===== config.mk =====
export PLATFORM = sky130hd
export DESIGN_NAME = psrc_top
export DESIGN_NICKNAME = d
export VERILOG_FILES = /design/src/core/psrc_pkg.sv /design/src/core/psrc_top.sv /design/src/core/psrc_tick.sv /design/src/core/psrc_pad_bank.sv
export SDC_FILE = /design/constraint.sdc
export NUM_CORES = 1
export LEC_CHECK = 0
export BUFFER_PORTS_ARGS = -buffer_cell sky130_fd_sc_hd__buf_2
export CAP_MARGIN = 20
export CELL_PAD_IN_SITES_DETAIL_PLACEMENT = 1
export CELL_PAD_IN_SITES_GLOBAL_PLACEMENT = 2
export CORE_MARGIN = 2
export CORE_UTILIZATION = 30
export CTS_BUF_LIST = sky130_fd_sc_hd__clkbuf_8
export CTS_CLUSTER_SIZE = 14
export DETAILED_ROUTE_END_ITERATION = 8
export GPL_TIMING_DRIVEN = 0
export PLACE_DENSITY = 0.91
export SLEW_MARGIN = 10
export SYNTH_ARGS = -nofsm -noshare
export SYNTH_HDL_FRONTEND = slang
export SYNTH_HIERARCHICAL = 1
export SYNTH_SLANG_ARGS = --single-unit
export TNS_END_PERCENT = 5

===== constraint.sdc =====
create_clock -name pclk -period 1.94 [get_ports pclk]
set_input_delay 0.194 -clock pclk [delete_from_list [all_inputs] [get_ports pclk]]
set_output_delay 0.194 -clock pclk [all_outputs]
set_load 0.01 [all_outputs]

===== src/core/psrc_pkg.sv =====
// psrc_pkg: constants of the strap and reset configuration block.
// assumes one 25 MHz clock; register indices are word numbers, byte address is four times the index.
package psrc_pkg;

    // ==========================================================
    // clock and timing
    localparam int CLK_PERIOD_NS  = 40;
    localparam int CLK_HZ         = 25_000_000;
    localparam int T_SETTLE_NS    = 71;
    // least time, so round up to whole cycles
    localparam int SETTLE_CYCLES  = (T_SETTLE_NS + CLK_PERIOD_NS - 1) / CLK_PERIOD_NS;
    localparam int BLINK_HZ       = 5;
    localparam int BLINK_CYCLES   = CLK_HZ / (2 * BLINK_HZ);

    // ==========================================================
    // register indices
    localparam int          ADDR_W       = 12;
    localparam logic [9:0]  IDX_CTRL     = 10'h000;
    localparam logic [9:0]  IDX_ADVERT   = 10'h004;
    localparam logic [9:0]  IDX_STATUS   = 10'h010;
    localparam logic [9:0]  IDX_PHY_CTRL = 10'h019;
    localparam logic [9:0]  IDX_REG_CTRL = 10'h0d0;

    // ==========================================================
    // field positions
    localparam int CTRL_SOFT_RST  = 15;
    localparam int CTRL_SPEED     = 13;
    localparam int CTRL_AN_EN     = 12;
    localparam int CTRL_ISOLATE   = 10;
    localparam int ADVERT_LSB     = 5;
    localparam int PHY_CTRL_XOVER = 15;
    localparam int PHY_CTRL_LED   = 5;
    localparam int REG_CTRL_OFF   = 15;
    localparam int ST_DUPLEX      = 5;
    localparam int ST_LED         = 6;
    localparam int ST_XOVER       = 7;
    localparam int ST_RMII        = 8;
    localparam int ST_ISOLATE     = 9;
    localparam int ST_RUNNING     = 10;

    // ==========================================================
    // reset values and encodings
    localparam logic [3:0] ADVERT_FULL    = 4'hf;
    localparam logic [3:0] ADVERT_HALF    = 4'h5;
    localparam logic [4:0] DEF_ADDR       = 5'h01;
    localparam logic       DEF_DUPLEX     = 1'h1;
    localparam logic       DEF_LED_MODE1  = 1'h1;
    localparam logic       DEF_XOVER      = 1'h1;
    localparam logic       DEF_RMII       = 1'h0;
    localparam logic       DEF_AN_EN      = 1'h1;
    localparam logic       DEF_SPEED_100  = 1'h1;

    // ==========================================================
    // shared pin positions
    localparam int          NUM_PINS   = 13;
    localparam int          PIN_RXD0   = 0;
    localparam int          PIN_COL    = 4;
    localparam int          PIN_LED    = 5;
    localparam int          PIN_CRS    = 6;
    localparam int          PIN_RX_ER  = 7;
    localparam int          PIN_RX_DV  = 8;
    localparam int          PIN_TX_CLK = 9;
    localparam int          PIN_RX_CLK = 10;
    localparam int          PIN_INT    = 11;
    localparam int          PIN_MDIO   = 12;
    localparam logic [12:0] MII_MASK   = 13'h07df;
    localparam logic [12:0] ALL_PINS   = 13'h1fff;

    typedef enum logic [1:0] {ST_FLOAT, ST_SAMPLE, ST_SETTLE, ST_RUN} psrc_state_e;

endpackage


===== src/core/psrc_top.sv =====
// psrc_top: strap capture, reset-time pin float, isolate release and config registers over APB.
// assumes straps are resolved by board and internal pulls while pins float; inputs synchronous to pclk.
//
// How it works
// straps sampled during reset select modes
// five address straps latched into station address
// all 32 station addresses are accepted
// unstrapped address defaults to one
// duplex strap high full, low half
// reset defaults: autoneg on, 100 Mb/s
// led strap picks link led mode
// crossover enabled unless strapped low
// mode strap low MII, high RMII
// leave isolate 71 ns after reset release
// shared pins float while reset held
// after reset pins resume functional roles
// host pulses reset after power-up
// software may shut the regulator down
// duplex strap seeds advertisement bits 8:5
// isolate ignores tx, floats MII outputs
// latched straps hold until next reset
//
// Design decisions made here: the APB interface to the registers and the placing of the registers.
`timescale 1ns/10ps
module psrc_top #(
    parameter int unsigned BLINK_CYCLES = psrc_pkg::BLINK_CYCLES
) (
    // clock and reset
    input  wire logic                         pclk,
    input  wire logic                         presetn,
    // apb slave
    input  wire logic                         psel,
    input  wire logic                         penable,
    input  wire logic                         pwrite,
    input  wire logic [psrc_pkg::ADDR_W-1:0]  paddr,
    input  wire logic [31:0]                  pwdata,
    input  wire logic [3:0]                   pstrb,
    output logic [31:0]                       prdata,
    output logic                              pready,
    output logic                              pslverr,
    // shared pins
    input  wire logic [psrc_pkg::NUM_PINS-1:0] pin_i,
    output logic [psrc_pkg::NUM_PINS-1:0]      pin_o,
    output logic [psrc_pkg::NUM_PINS-1:0]      pin_oe_n,
    // functional data for the shared pins
    input  wire logic [3:0]                   func_rxd,
    input  wire logic                         func_col,
    input  wire logic                         func_crs,
    input  wire logic                         func_rx_er,
    input  wire logic                         func_rx_dv,
    input  wire logic                         func_tx_clk,
    input  wire logic                         func_rx_clk,
    input  wire logic                         func_int_n,
    input  wire logic                         func_mdio_o,
    input  wire logic                         func_mdio_oe_n,
    input  wire logic                         link_up,
    input  wire logic                         activity,
    // transmit path from the mac
    input  wire logic [3:0]                   mii_txd,
    input  wire logic                         mii_tx_en,
    output logic [3:0]                        txd_core,
    output logic                              tx_en_core,
    // configuration to the core
    output logic [4:0]                        station_addr,
    output logic                              autoneg_en,
    output logic                              speed_100,
    output logic [3:0]                        advert_abil,
    output logic                              xover_en,
    output logic                              led_mode1,
    output logic                              rmii_mode,
    output logic                              isolate,
    output logic                              regulator_off,
    output logic                              config_ready
);

    // ==========================================================
    // state and registers
    psrc_pkg::psrc_state_e state_ff, nxt_state;
    logic [4:0]  addr_ff;
    logic        duplex_ff;
    logic        led_strap_ff;
    logic        xover_strap_ff;
    logic        rmii_ff;
    logic        an_en_ff;
    logic        speed_ff;
    logic        isolate_ff;
    logic [3:0]  advert_ff;
    logic        xover_ff;
    logic        led_ff;
    logic        reg_off_ff;
    logic [31:0] prdata_ff;
    logic        blink_ff;
    logic [3:0]  txd_ff;
    logic        tx_en_ff;

    // ==========================================================
    // reset sequencing
    logic settle_tick;
    logic blink_tick;
    wire  sampling   = (state_ff == psrc_pkg::ST_SAMPLE);
    wire  running    = (state_ff == psrc_pkg::ST_RUN);

    psrc_tick #(
        .LIMIT (psrc_pkg::SETTLE_CYCLES)
    ) u_settle (
        .pclk    (pclk),
        .presetn (presetn),
        .run     (state_ff == psrc_pkg::ST_SETTLE),
        .tick    (settle_tick)
    );

    psrc_tick #(
        .LIMIT (BLINK_CYCLES)
    ) u_blink (
        .pclk    (pclk),
        .presetn (presetn),
        .run     (running),
        .tick    (blink_tick)
    );

    // ==========================================================
    // apb decode
    wire        acc      = psel & penable;
    wire        wr_acc   = acc & pwrite;
    wire        rd_setup = psel & ~penable & ~pwrite;
    wire [9:0]  widx     = paddr[11:2];
    wire        aligned  = (paddr[1:0] == 2'h0);
    wire        hit_ctrl = aligned & (widx == psrc_pkg::IDX_CTRL);
    wire        hit_adv  = aligned & (widx == psrc_pkg::IDX_ADVERT);
    wire        hit_stat = aligned & (widx == psrc_pkg::IDX_STATUS);
    wire        hit_phy  = aligned & (widx == psrc_pkg::IDX_PHY_CTRL);
    wire        hit_reg  = aligned & (widx == psrc_pkg::IDX_REG_CTRL);
    wire        mapped   = hit_ctrl | hit_adv | hit_stat | hit_phy | hit_reg;

    function automatic logic [31:0] merge(input logic [31:0] old_v, input logic [31:0] new_v,
                                          input logic [3:0] strb);
        logic [31:0] res;
        res = old_v;
        for (int b = 0; b < 4; b++) begin
            if (strb[b]) begin
                res[8*b +: 8] = new_v[8*b +: 8];
            end
        end
        return res;
    endfunction

    wire [31:0] ctrl_rd = {16'h0000, 1'b0, 1'b0, speed_ff, an_en_ff, 1'b0, isolate_ff, 10'h000};
    wire [31:0] adv_rd  = {23'h000000, advert_ff, 5'h00};
    wire [31:0] stat_rd = {21'h000000, running, isolate_ff, rmii_ff, xover_strap_ff, led_strap_ff,
                           duplex_ff, addr_ff};
    wire [31:0] phy_rd  = {16'h0000, xover_ff, 9'h000, led_ff, 5'h00};
    wire [31:0] reg_rd  = {16'h0000, reg_off_ff, 15'h0000};
    wire [31:0] rd_mux  = hit_ctrl ? ctrl_rd :
                          hit_adv  ? adv_rd  :
                          hit_stat ? stat_rd :
                          hit_phy  ? phy_rd  :
                          hit_reg  ? reg_rd  : 32'h00000000;

    wire [31:0] ctrl_wv = merge(ctrl_rd, pwdata, pstrb);
    wire [31:0] adv_wv  = merge(adv_rd, pwdata, pstrb);
    wire [31:0] phy_wv  = merge(phy_rd, pwdata, pstrb);
    wire [31:0] reg_wv  = merge(reg_rd, pwdata, pstrb);
    wire        wr_ctrl = wr_acc & hit_ctrl;
    wire        soft_rst = wr_ctrl & ctrl_wv[psrc_pkg::CTRL_SOFT_RST];

    assign pready  = 1'b1;
    assign pslverr = acc & ~mapped;
    assign prdata  = prdata_ff;

    // ==========================================================
    // sequence: float, sample, settle, run
    always_comb begin
        nxt_state = state_ff;
        case (state_ff)
            psrc_pkg::ST_FLOAT:  nxt_state = psrc_pkg::ST_SAMPLE;
            psrc_pkg::ST_SAMPLE: nxt_state = psrc_pkg::ST_SETTLE;
            psrc_pkg::ST_SETTLE: nxt_state = settle_tick ? psrc_pkg::ST_RUN : psrc_pkg::ST_SETTLE;
            psrc_pkg::ST_RUN:    nxt_state = psrc_pkg::ST_RUN;
            default:             nxt_state = psrc_pkg::ST_FLOAT;
        endcase
        if (soft_rst) begin
            nxt_state = psrc_pkg::ST_FLOAT;
        end
    end

    always_ff @(posedge pclk or negedge presetn) begin
        if (!presetn) begin
            state_ff <= psrc_pkg::ST_FLOAT;
        end else begin
            state_ff <= nxt_state;
        end
    end

    // ==========================================================
    // strap latches: only written while sampling, so later pin traffic is ignored
    always_ff @(posedge pclk or negedge presetn) begin
        if (!presetn) begin
            addr_ff        <= psrc_pkg::DEF_ADDR;
            duplex_ff      <= psrc_pkg::DEF_DUPLEX;
            led_strap_ff   <= psrc_pkg::DEF_LED_MODE1;
            xover_strap_ff <= psrc_pkg::DEF_XOVER;
            rmii_ff        <= psrc_pkg::DEF_RMII;
        end else if (sampling) begin
            addr_ff        <= {pin_i[3:0], pin_i[psrc_pkg::PIN_COL]};
            duplex_ff      <= pin_i[psrc_pkg::PIN_LED];
            led_strap_ff   <= pin_i[psrc_pkg::PIN_CRS];
            xover_strap_ff <= pin_i[psrc_pkg::PIN_RX_ER];
            rmii_ff        <= pin_i[psrc_pkg::PIN_RX_DV];
        end
    end

    // ==========================================================
    // software registers; capture seeds advert_ff, xover_ff and led_ff, soft reset restores an_en_ff, speed_ff and isolate_ff, reg_off_ff keeps its value
    always_ff @(posedge pclk or negedge presetn) begin
        if (!presetn) begin
            an_en_ff   <= psrc_pkg::DEF_AN_EN;
            speed_ff   <= psrc_pkg::DEF_SPEED_100;
            isolate_ff <= 1'b0;
            advert_ff  <= psrc_pkg::ADVERT_FULL;
            xover_ff   <= psrc_pkg::DEF_XOVER;
            led_ff     <= psrc_pkg::DEF_LED_MODE1;
            reg_off_ff <= 1'b0;
        end else if (soft_rst) begin
            an_en_ff   <= psrc_pkg::DEF_AN_EN;
            speed_ff   <= psrc_pkg::DEF_SPEED_100;
            isolate_ff <= 1'b0;
        end else if (sampling) begin
            advert_ff  <= pin_i[psrc_pkg::PIN_LED] ? psrc_pkg::ADVERT_FULL : psrc_pkg::ADVERT_HALF;
            xover_ff   <= pin_i[psrc_pkg::PIN_RX_ER];
            led_ff     <= pin_i[psrc_pkg::PIN_CRS];
        end else if (wr_acc) begin
            if (hit_ctrl) begin
                an_en_ff   <= ctrl_wv[psrc_pkg::CTRL_AN_EN];
                speed_ff   <= ctrl_wv[psrc_pkg::CTRL_SPEED];
                isolate_ff <= ctrl_wv[psrc_pkg::CTRL_ISOLATE];
            end
            if (hit_adv) begin
                advert_ff <= adv_wv[psrc_pkg::ADVERT_LSB +: 4];
            end
            if (hit_phy) begin
                xover_ff <= phy_wv[psrc_pkg::PHY_CTRL_XOVER];
                led_ff   <= phy_wv[psrc_pkg::PHY_CTRL_LED];
            end
            if (hit_reg) begin
                reg_off_ff <= reg_wv[psrc_pkg::REG_CTRL_OFF];
            end
        end
    end

    // read data is loaded in the setup cycle so pready can stay high
    always_ff @(posedge pclk or negedge presetn) begin
        if (!presetn) begin
            prdata_ff <= 32'h00000000;
        end else if (rd_setup) begin
            prdata_ff <= rd_mux;
        end
    end

    // ==========================================================
    // link led and transmit gating
    always_ff @(posedge pclk or negedge presetn) begin
        if (!presetn) begin
            blink_ff <= 1'b0;
        end else if (blink_tick) begin
            blink_ff <= ~blink_ff;
        end
    end

    wire led_val = led_ff ? link_up : (link_up & ~(activity & blink_ff));
    wire tx_open = running & ~isolate_ff;

    always_ff @(posedge pclk or negedge presetn) begin
        if (!presetn) begin
            txd_ff   <= 4'h0;
            tx_en_ff <= 1'b0;
        end else begin
            txd_ff   <= tx_open ? mii_txd : 4'h0;
            tx_en_ff <= tx_open & mii_tx_en;
        end
    end

    // ==========================================================
    // pins: all float until running, MII group floats while isolated
    wire [psrc_pkg::NUM_PINS-1:0] hiz = !running  ? psrc_pkg::ALL_PINS :
                                        isolate_ff ? psrc_pkg::MII_MASK :
                                        {psrc_pkg::NUM_PINS{1'b0}};
    wire [psrc_pkg::NUM_PINS-1:0] fo = {func_mdio_o, func_int_n, func_rx_clk, func_tx_clk, func_rx_dv,
                                        func_rx_er, func_crs, led_val, func_col, func_rxd};
    wire [psrc_pkg::NUM_PINS-1:0] foe_n = {func_mdio_oe_n, {(psrc_pkg::NUM_PINS - 1){1'b0}}};

    psrc_pad_bank #(
        .N (psrc_pkg::NUM_PINS)
    ) u_pads (
        .pclk      (pclk),
        .presetn   (presetn),
        .hiz       (hiz),
        .func_o    (fo),
        .func_oe_n (foe_n),
        .pin_o     (pin_o),
        .pin_oe_n  (pin_oe_n)
    );

    assign station_addr  = addr_ff;
    assign autoneg_en    = an_en_ff;
    assign speed_100     = speed_ff;
    assign advert_abil   = advert_ff;
    assign xover_en      = xover_ff;
    assign led_mode1     = led_ff;
    assign rmii_mode     = rmii_ff;
    assign isolate       = isolate_ff | ~running;
    assign regulator_off = reg_off_ff;
    assign config_ready  = running;
    assign txd_core      = txd_ff;
    assign tx_en_core    = tx_en_ff;
endmodule // psrc_top


===== src/core/psrc_tick.sv =====
// psrc_tick: counter that pulses once every LIMIT cycles while run is high.
// assumes run drops to restart the count from zero.
`timescale 1ns/10ps
module psrc_tick #(
    parameter int unsigned LIMIT = 2,
    parameter int unsigned CNT_W = $clog2(LIMIT + 1)
) (
    // clock and reset
    input  wire logic pclk,
    input  wire logic presetn,
    // control
    input  wire logic run,
    output logic      tick
);

    logic [CNT_W-1:0] cnt_ff;
    logic [CNT_W-1:0] nxt_cnt;
    wire              last = (cnt_ff == CNT_W'(LIMIT - 1));

    assign tick    = run & last;
    assign nxt_cnt = (!run || last) ? '0 : cnt_ff + CNT_W'(1);

    always_ff @(posedge pclk or negedge presetn) begin
        if (!presetn) begin
            cnt_ff <= '0;
        end else begin
            cnt_ff <= nxt_cnt;
        end
    end

endmodule // psrc_tick


===== src/core/psrc_pad_bank.sv =====
// psrc_pad_bank: registered output and enable for each shared pin.
// assumes the bench resolves each wire from pin_o, pin_oe_n and the board pulls.
`timescale 1ns/10ps
module psrc_pad_bank #(
    parameter int unsigned N = 13
) (
    // clock and reset
    input  wire logic         pclk,
    input  wire logic         presetn,
    // functional side
    input  wire logic [N-1:0] hiz,
    input  wire logic [N-1:0] func_o,
    input  wire logic [N-1:0] func_oe_n,
    // pad side
    output logic [N-1:0]      pin_o,
    output logic [N-1:0]      pin_oe_n
);

    // ==========================================================
    // one flop pair per pin; reset floats every pin at once
    for (genvar i = 0; i < N; i++) begin : g_pad
        always_ff @(posedge pclk or negedge presetn) begin
            if (!presetn) begin
                pin_o[i]    <= 1'b0;
                pin_oe_n[i] <= 1'b1;
            end else begin
                pin_o[i]    <= func_o[i];
                pin_oe_n[i] <= hiz[i] | func_oe_n[i];
            end
        end
    end

endmodule // psrc_pad_bank


==> out/metrics.cfg, run 1 <==
[placement]
place_congestion=0.8284
placed_area_sq_um=5120
port_buffers=118
hpwlAfterDp_mm=8.589

[cells_and_area]
drive_gt1_share_pct=36.68
diodes=0
final_common_cell=buf_2
fillers=1573
post-route-cell-area_sq_um=5503
final_nets=650
final_cell_mix=buf_2 (121), dfrtp_1 (66), nand2_1 (54)
areaGrowthSynthToFinish_pct=32.11

[yosys]
synth-seq-area-share_pct=55.42
synth_ff_type=dfrtp_1
async_reset_ff_share_pct=100.0
ys_seq_elements=91
postSynthCellCount=387
yosys_warnings=6
synth_enable_flop_cells=0
synth_area_sq_um=4165
synthDistinctLibCells=58
avgSynthCellArea_sq_um=10.76

[sta]
drv_slew=0
finalSetupViolCount=0
finClkSkew_ns=0.01629
period_minus_slack_ns=1.824
worst_pin_slew_ns=0.7167
rsz0062_at_grt=yes
min_period_over_period_pct=94.02
hold_viol=0
clock.fmax_mhz=548.3
slew_headroom_pct=51.86
setup_tns_ns=0

[min_path]
hold_path_startpoint=pin_i[8]
min_to=rmii_mode$_DFFE_PN0P_
worstHoldPathType=in -> reg
min_path_cells=3

[grt]
antenna_found_initial=0
grt_pass1_vias=3653
grt_max_degree=65
track_usage_pct=15.64
grt_overflow=0
grt_pass1_wl_mm=18.20

[power_and_ir_drop]
p_per_area_nw_per_um2=709.7
irDropWorstVdd_v=0.0002870
p_leak_uw=0.002664

[detailed_routing]
post-route-drc-count=0
drt-initial-drc-count=191
first_pass_iters=4
wl_per_cell_um=15.46
vias=3515
vias_per_cell=4.705
wl_mm=11.55
antenna_left=0

[clocking]
clock-sinks=91
cts_buffer_depth=2
cts_max_level=3
cts_tree=built
clk_pin_slew_ns=0.09
clk_latency_ns=0.36
cts_buffers=9
post_cts_buffers=0
ctsRootBufferMaster=clkbuf_8

[die]
fp.dieH_um=121.8
die_w_um=121.8
initial_core_util_pct=30.36
rows=43
dieArea_sq_um=14840
ioPinCount=168
core_sq_um=13720

[critical_path]
r2r_start=u_blink/cnt_ff[9]$_DFF_PN0_
cp.required_ns=1.75
crit_fanout=8
worst-setup-path-type=in -> out
r2r_setup_slack_ns=0.13
cp_data_arrival_time_ns=1.63
r2r-end=u_blink/cnt_ff[14]$_DFF_PN0_
r2r_cells=6
endpoint_kind=output pin
setup.worst_path.start_class=input pin

[job]
drv_cap=0

[run_status]
status=finished clean

-- state kept, by name, indices dropped and copies added (netlist names), 2 cells and up --
| register | cells |
|---|---|
| advert_abil | 4 |
| prdata | 14 |
| state_ff | 2 |
| station_addr | 5 |
| txd_core | 4 |
| u_blink/cnt_ff | 22 |
| u_pads/pin_o | 13 |
| u_pads/pin_oe_n | 13 |
| u_settle/cnt_ff | 2 |
-- where the power goes --
part           switching (uW)  total [uW]  internal (uW)
clock network             672        1290            623
registers                74.9        2080           2010
logic                     293         527            234
total                    1040        3910           2870
-- cell usage after synthesis, drive strengths merged, types with 3 or more instances --
master | number | area (sq um)
a22o | 7 | 61.31
nor2 | 25 | 93.84
or3 | 6 | 37.54
a22oi | 6 | 45.04
o21ai | 10 | 50.05
or2 | 14 | 87.59
nand4 | 16 | 121.4
inv | 14 | 52.55
mux2 | 3 | 37.53
xnor2 | 5 | 43.79
nor3 | 8 | 40.04
nand2 | 55 | 209.0
xor2 | 10 | 87.58
a21oi | 11 | 62.56
dfrtp | 66 | 1652
dfstp | 25 | 656.9
and2 | 9 | 57.56
buf | 27 | 192.7
nand3 | 10 | 55.05
and4 | 7 | 61.31
and3 | 4 | 25.02
a211oi | 3 | 22.52
clkbuf | 4 | 15.01
o311ai | 3 | 26.28
nor4 | 9 | 116.4
-- final cells by class --
class,count,area (sq um),area share [%]
sequential,91,2308,41.95
multi-input combinational,280,1727,31.38
timing repair buffer,135,780.7,14.19
tap,180,225.2,4.093
buffer,31,212.7,3.865
clock buffer,10,137.6,2.501
clock inverter,6,58.81,1.069
inverter,14,52.55,0.9550
-- how the worst max path moves through the flow --
stage / endpoint / slack, ns / from / cells past startpoint
2_1_floorplan: regulator_off$_DFFE_PN0P_ / 0.36 / paddr[1] / 4
3_3_place_gp: prdata[5]$_DFFE_PN0P_ / -0.1 / presetn / 1
3_5_place_dp: prdata[6]$_DFFE_PN0P_ / -0.05 / paddr[2] / 5
5_1_grt: pslverr / -0.01 / paddr[1] / 6
4_1_cts: u_blink/cnt_ff[14]$_DFF_PN0_ / 0.06 / u_blink/cnt_ff[0]$_DFF_PN0_ / 7
6_report: pslverr / 0.12 / paddr[1] / 6
-- per-stage QoR --
step	hold WS (ns)	utilization [%]	setup slack, ns	instances	power (uW)
2_1_floorplan	-0.1016	-	0.3638	416	2380
3_3_place_gp	0.3033	37.10	-0.09846	714	2582
3_5_place_dp	0.1413	37.32	-0.04934	715	2616
4_1_cts	0.01087	39.98	0.05518	747	3952
5_1_grt	0.01765	40.11	-0.01340	747	4101
6_report	0.03167	40.11	0.1160	747	3905
-- what timing repair did --
item                       in CTS  in global routing
hold endpoints to repair       32                  0
hold buffers                   16                  0
pin swaps                       0                  2
gates resized for setup         3                  6
setup endpoints to repair       3                 13
-- worst max-delay path, stage by stage --
cell,delay [ns]
buf_2,0.12
nor4_4,0.45
nand2_1,0.18
a2111oi_2,0.43
nor4_1,0.10
buf_2,0.15
-- per-layer routing --
layer  wire [um]  GRT usage (%)
met1        4939          19.89
met2        5776          26.89
met5           0              0
met4         155          3.951
met3         676          3.605
-- cells by family (layout without fill, tap and decap cells) --
logic type               after synthesis  in the layout  synth area share [%]
AO/OA/AOI/OAI                         50             50                 8.591
buffers and inverters                 45            196                 6.248
other                                  2             31                0.1803
flip-flops                            91             91                 55.42
AND/OR/NAND/NOR                      178            178                 24.66
XOR/XNOR                              15             15                 3.154
adder cells (fa/ha/maj)                2              2                0.6007
multiplexers                           4              4                 1.141
Note: power is estimated with default switching activity, not from simulation.
==> inputs of run 2 (changes only) <==
--- a/config.mk
+++ b/config.mk
@@ -7,15 +7,13 @@
 export LEC_CHECK = 0
 export BUFFER_PORTS_ARGS = -buffer_cell sky130_fd_sc_hd__buf_2
 export CAP_MARGIN = 20
-export CELL_PAD_IN_SITES_DETAIL_PLACEMENT = 1
-export CELL_PAD_IN_SITES_GLOBAL_PLACEMENT = 2
 export CORE_MARGIN = 2
-export CORE_UTILIZATION = 30
+export CORE_UTILIZATION = 38
 export CTS_BUF_LIST = sky130_fd_sc_hd__clkbuf_8
 export CTS_CLUSTER_SIZE = 14
 export DETAILED_ROUTE_END_ITERATION = 8
 export GPL_TIMING_DRIVEN = 0
-export PLACE_DENSITY = 0.91
+export PLACE_DENSITY = 0.74
 export SLEW_MARGIN = 10
 export SYNTH_ARGS = -nofsm -noshare
 export SYNTH_HDL_FRONTEND = slang
==> run 2 against run 1 <==
Against the previous run:
- global-route usage rose by 1.4 points
- die area fell by 20%
- highest routed layer unchanged
- wire length fell by 14%
- first-iteration DRC count fell by 48%
- hold slack got worse by 0.014 ns
- sequential power barely moved
- clock skew fell by 0.0044 ns
- cell area fell by 1.5%
- count of clock-buffer cells in the layout fell by 1
- non-clock buffer count fell by 2
- sequential cell count did not move
- maximum frequency rose by 1.2%
==> out/metrics.cfg, run 2 (synthesized netlist as in run 1, its figures left out) <==
[cells_and_area]
largest_register_ffs=22
final_util_pct=50.43
top_register=u_blink/cnt_ff
final_cell_mix=buf_2 (121), dfrtp_1 (66), nand2_1 (54)
final_nets=648
areaGrowthSynthToFinish_pct=30.10
diodes=0
drive_gt1_share_pct=36.81
fillers=1017
final_common_cell=buf_2

[critical_path]
endpoint_kind=flop
path_cells=ha_1 -> nand4_1 -> nor3_2 -> a31o_2 -> buf_4 -> buf_4 -> nor2_1
slowest_delay_ns=0.41
crit_family=simple AND/OR/NAND/NOR gates
cp.required_ns=2.17
crit_top_cell=buf_4
slowest_stage=dfrtp_1
setup.worst_path.start_class=flop
crit_fanout=10
critPathBufInv=2
worst-setup-path-type=reg -> reg
cp_data_arrival_time_ns=2.04

[clocking]
cts_tree=built
cts_buffer_depth=2
ctsRootBufferMaster=clkbuf_8
clk_latency_ns=0.35
clock-sinks=91
cts_buffers=9
cts_max_level=3
clk_pin_slew_ns=0.09

[power_and_ir_drop]
p_per_area_nw_per_um2=715.5
pwr-share-clk_pct=33.2
total_power_uw=3877
p_int_uw=2845
share_comb_of_total_power_pct=13.1
power_switching_uw=1033
swShare_pct=26.64
seqPwrFrac_pct=53.7
irDropWorstVdd_v=0.0003484
p_leak_uw=0.002647

[die]
core_sq_um=10750
rows=38
dieArea_sq_um=11810
initial_core_util_pct=38.76
fp.dieH_um=108.7
ioPinCount=168
die_w_um=108.7

[grt]
track_usage_pct=17.08
grt_max_degree=68
grt_pass1_wl_mm=15.77
grt_pass1_vias=3306
antenna_found_initial=0
grt_overflow=0

[sta]
drv_slew=0
period_minus_slack_ns=1.802
min_period_over_period_pct=92.89
finClkSkew_ns=0.01188
rsz0062_at_grt=no
finalSetupViolCount=0
whs_ns=0.01722
slew_headroom_pct=50.98
setup_tns_ns=0
clock.fmax_mhz=554.9
finalWorstSetupSlack_ns=0.1379
worst_pin_slew_ns=0.7298
hold_viol=0

[detailed_routing]
drt-initial-drc-count=100
wl_mm=9.937
antenna_left=0
vias_per_cell=4.844
vias=3415
first_pass_iters=4
wl_per_cell_um=14.10
post-route-drc-count=0

[min_path]
worstHoldPathType=in -> reg

[run_status]
status=finished clean

[placement]
dp_slack_ns=-0.05341
port_buffers=118
hpwlAfterDp_mm=7.481
place_congestion=0.8884

[job]
drv_cap=0

-- run 2: final timing paths --
| kind | slack [ns] | startpoint | end | cells past startpoint |
|---|---|---|---|---|
| max | 0.14 | u_blink/cnt_ff[0]$_DFF_PN0_ | u_blink/cnt_ff[16]$_DFF_PN0_ | 7 |
| min reg2reg | 0.46 | u_settle/cnt_ff[0]$_DFF_PN0_ | u_settle/cnt_ff[0]$_DFF_PN0_ | 1 |
| min | 0.02 | pin_i[4] | station_addr[0]$_DFFE_PN1P_ | 3 |
| min in group asynchronous | 0.29 | presetn | isolate_ff$_DFFE_PN0P_ | 2 |
| max in group asynchronous | 0.99 | presetn | advert_abil[1]$_DFFE_PN1P_ | 3 |
| max reg2reg | 0.14 | u_blink/cnt_ff[0]$_DFF_PN0_ | u_blink/cnt_ff[16]$_DFF_PN0_ | 7 |
-- run 2: routing by layer --
| layer | wire length [um] | share of wire, % | vias to the layer above | GRT usage (%) |
|---|---|---|---|---|
| li1 | - | - | 1644 | - |
| met1 | 4343 | 44 | 1631 | 21.71 |
| met2 | 4912 | 49 | 125 | 29.96 |
| met3 | 557 | 5.6 | 15 | 3.168 |
| met4 | 123 | 1.2 | 0 | 4.487 |
| met5 | 0 | 0 | - | 0 |
-- run 2: what timing repair did --
item,4_1_cts,5_1_grt
setup endpoints to repair,0,12
buffers inserted,0,1
hold endpoints to repair,32,0
hold buffers,13,0
gates resized for setup,0,3
-- run 2: cell type report --
| class | instances | area (sq um) | share of cell area [%] |
|---|---|---|---|
| flip-flops and latches | 91 | 2308 | 42.60 |
| multi-input cells | 280 | 1718 | 31.70 |
| repair buffers | 133 | 758.2 | 13.99 |
| plain buffers | 31 | 207.7 | 3.833 |
| well taps | 140 | 175.2 | 3.233 |
| clock buffers | 9 | 123.9 | 2.286 |
| clock inverters | 7 | 75.07 | 1.385 |
| inverters | 14 | 52.55 | 0.9698 |
-- run 2: worst register-to-register path: cells and delay by family, from the launching register on --
kind,cells,cell delay [ns]
flip-flops,1,0.41
AO/OA/AOI/OAI,1,0.18
AND/OR/NAND/NOR,3,0.48
buffers and inverters,2,0.36
adder cells (fa/ha/maj),1,0.25
-- run 2: per-stage QoR --
stage          std cells  cell area, sq um
6_report             705              5419
5_1_grt              705              5419
4_1_cts              704              5399
3_5_place_dp         675              5070
3_3_place_gp         674              5040
2_1_floorplan        416              4274
-- run 2: power by group through the flow --
stage	clock network [uW]	registers [uW]	logic, uW
final	1290	2080	506
after floorplan	0	2120	258
after global routing	1420	2100	564
after global placement	0	2110	462
after detailed placement	0	2120	482
after CTS	1320	2080	508
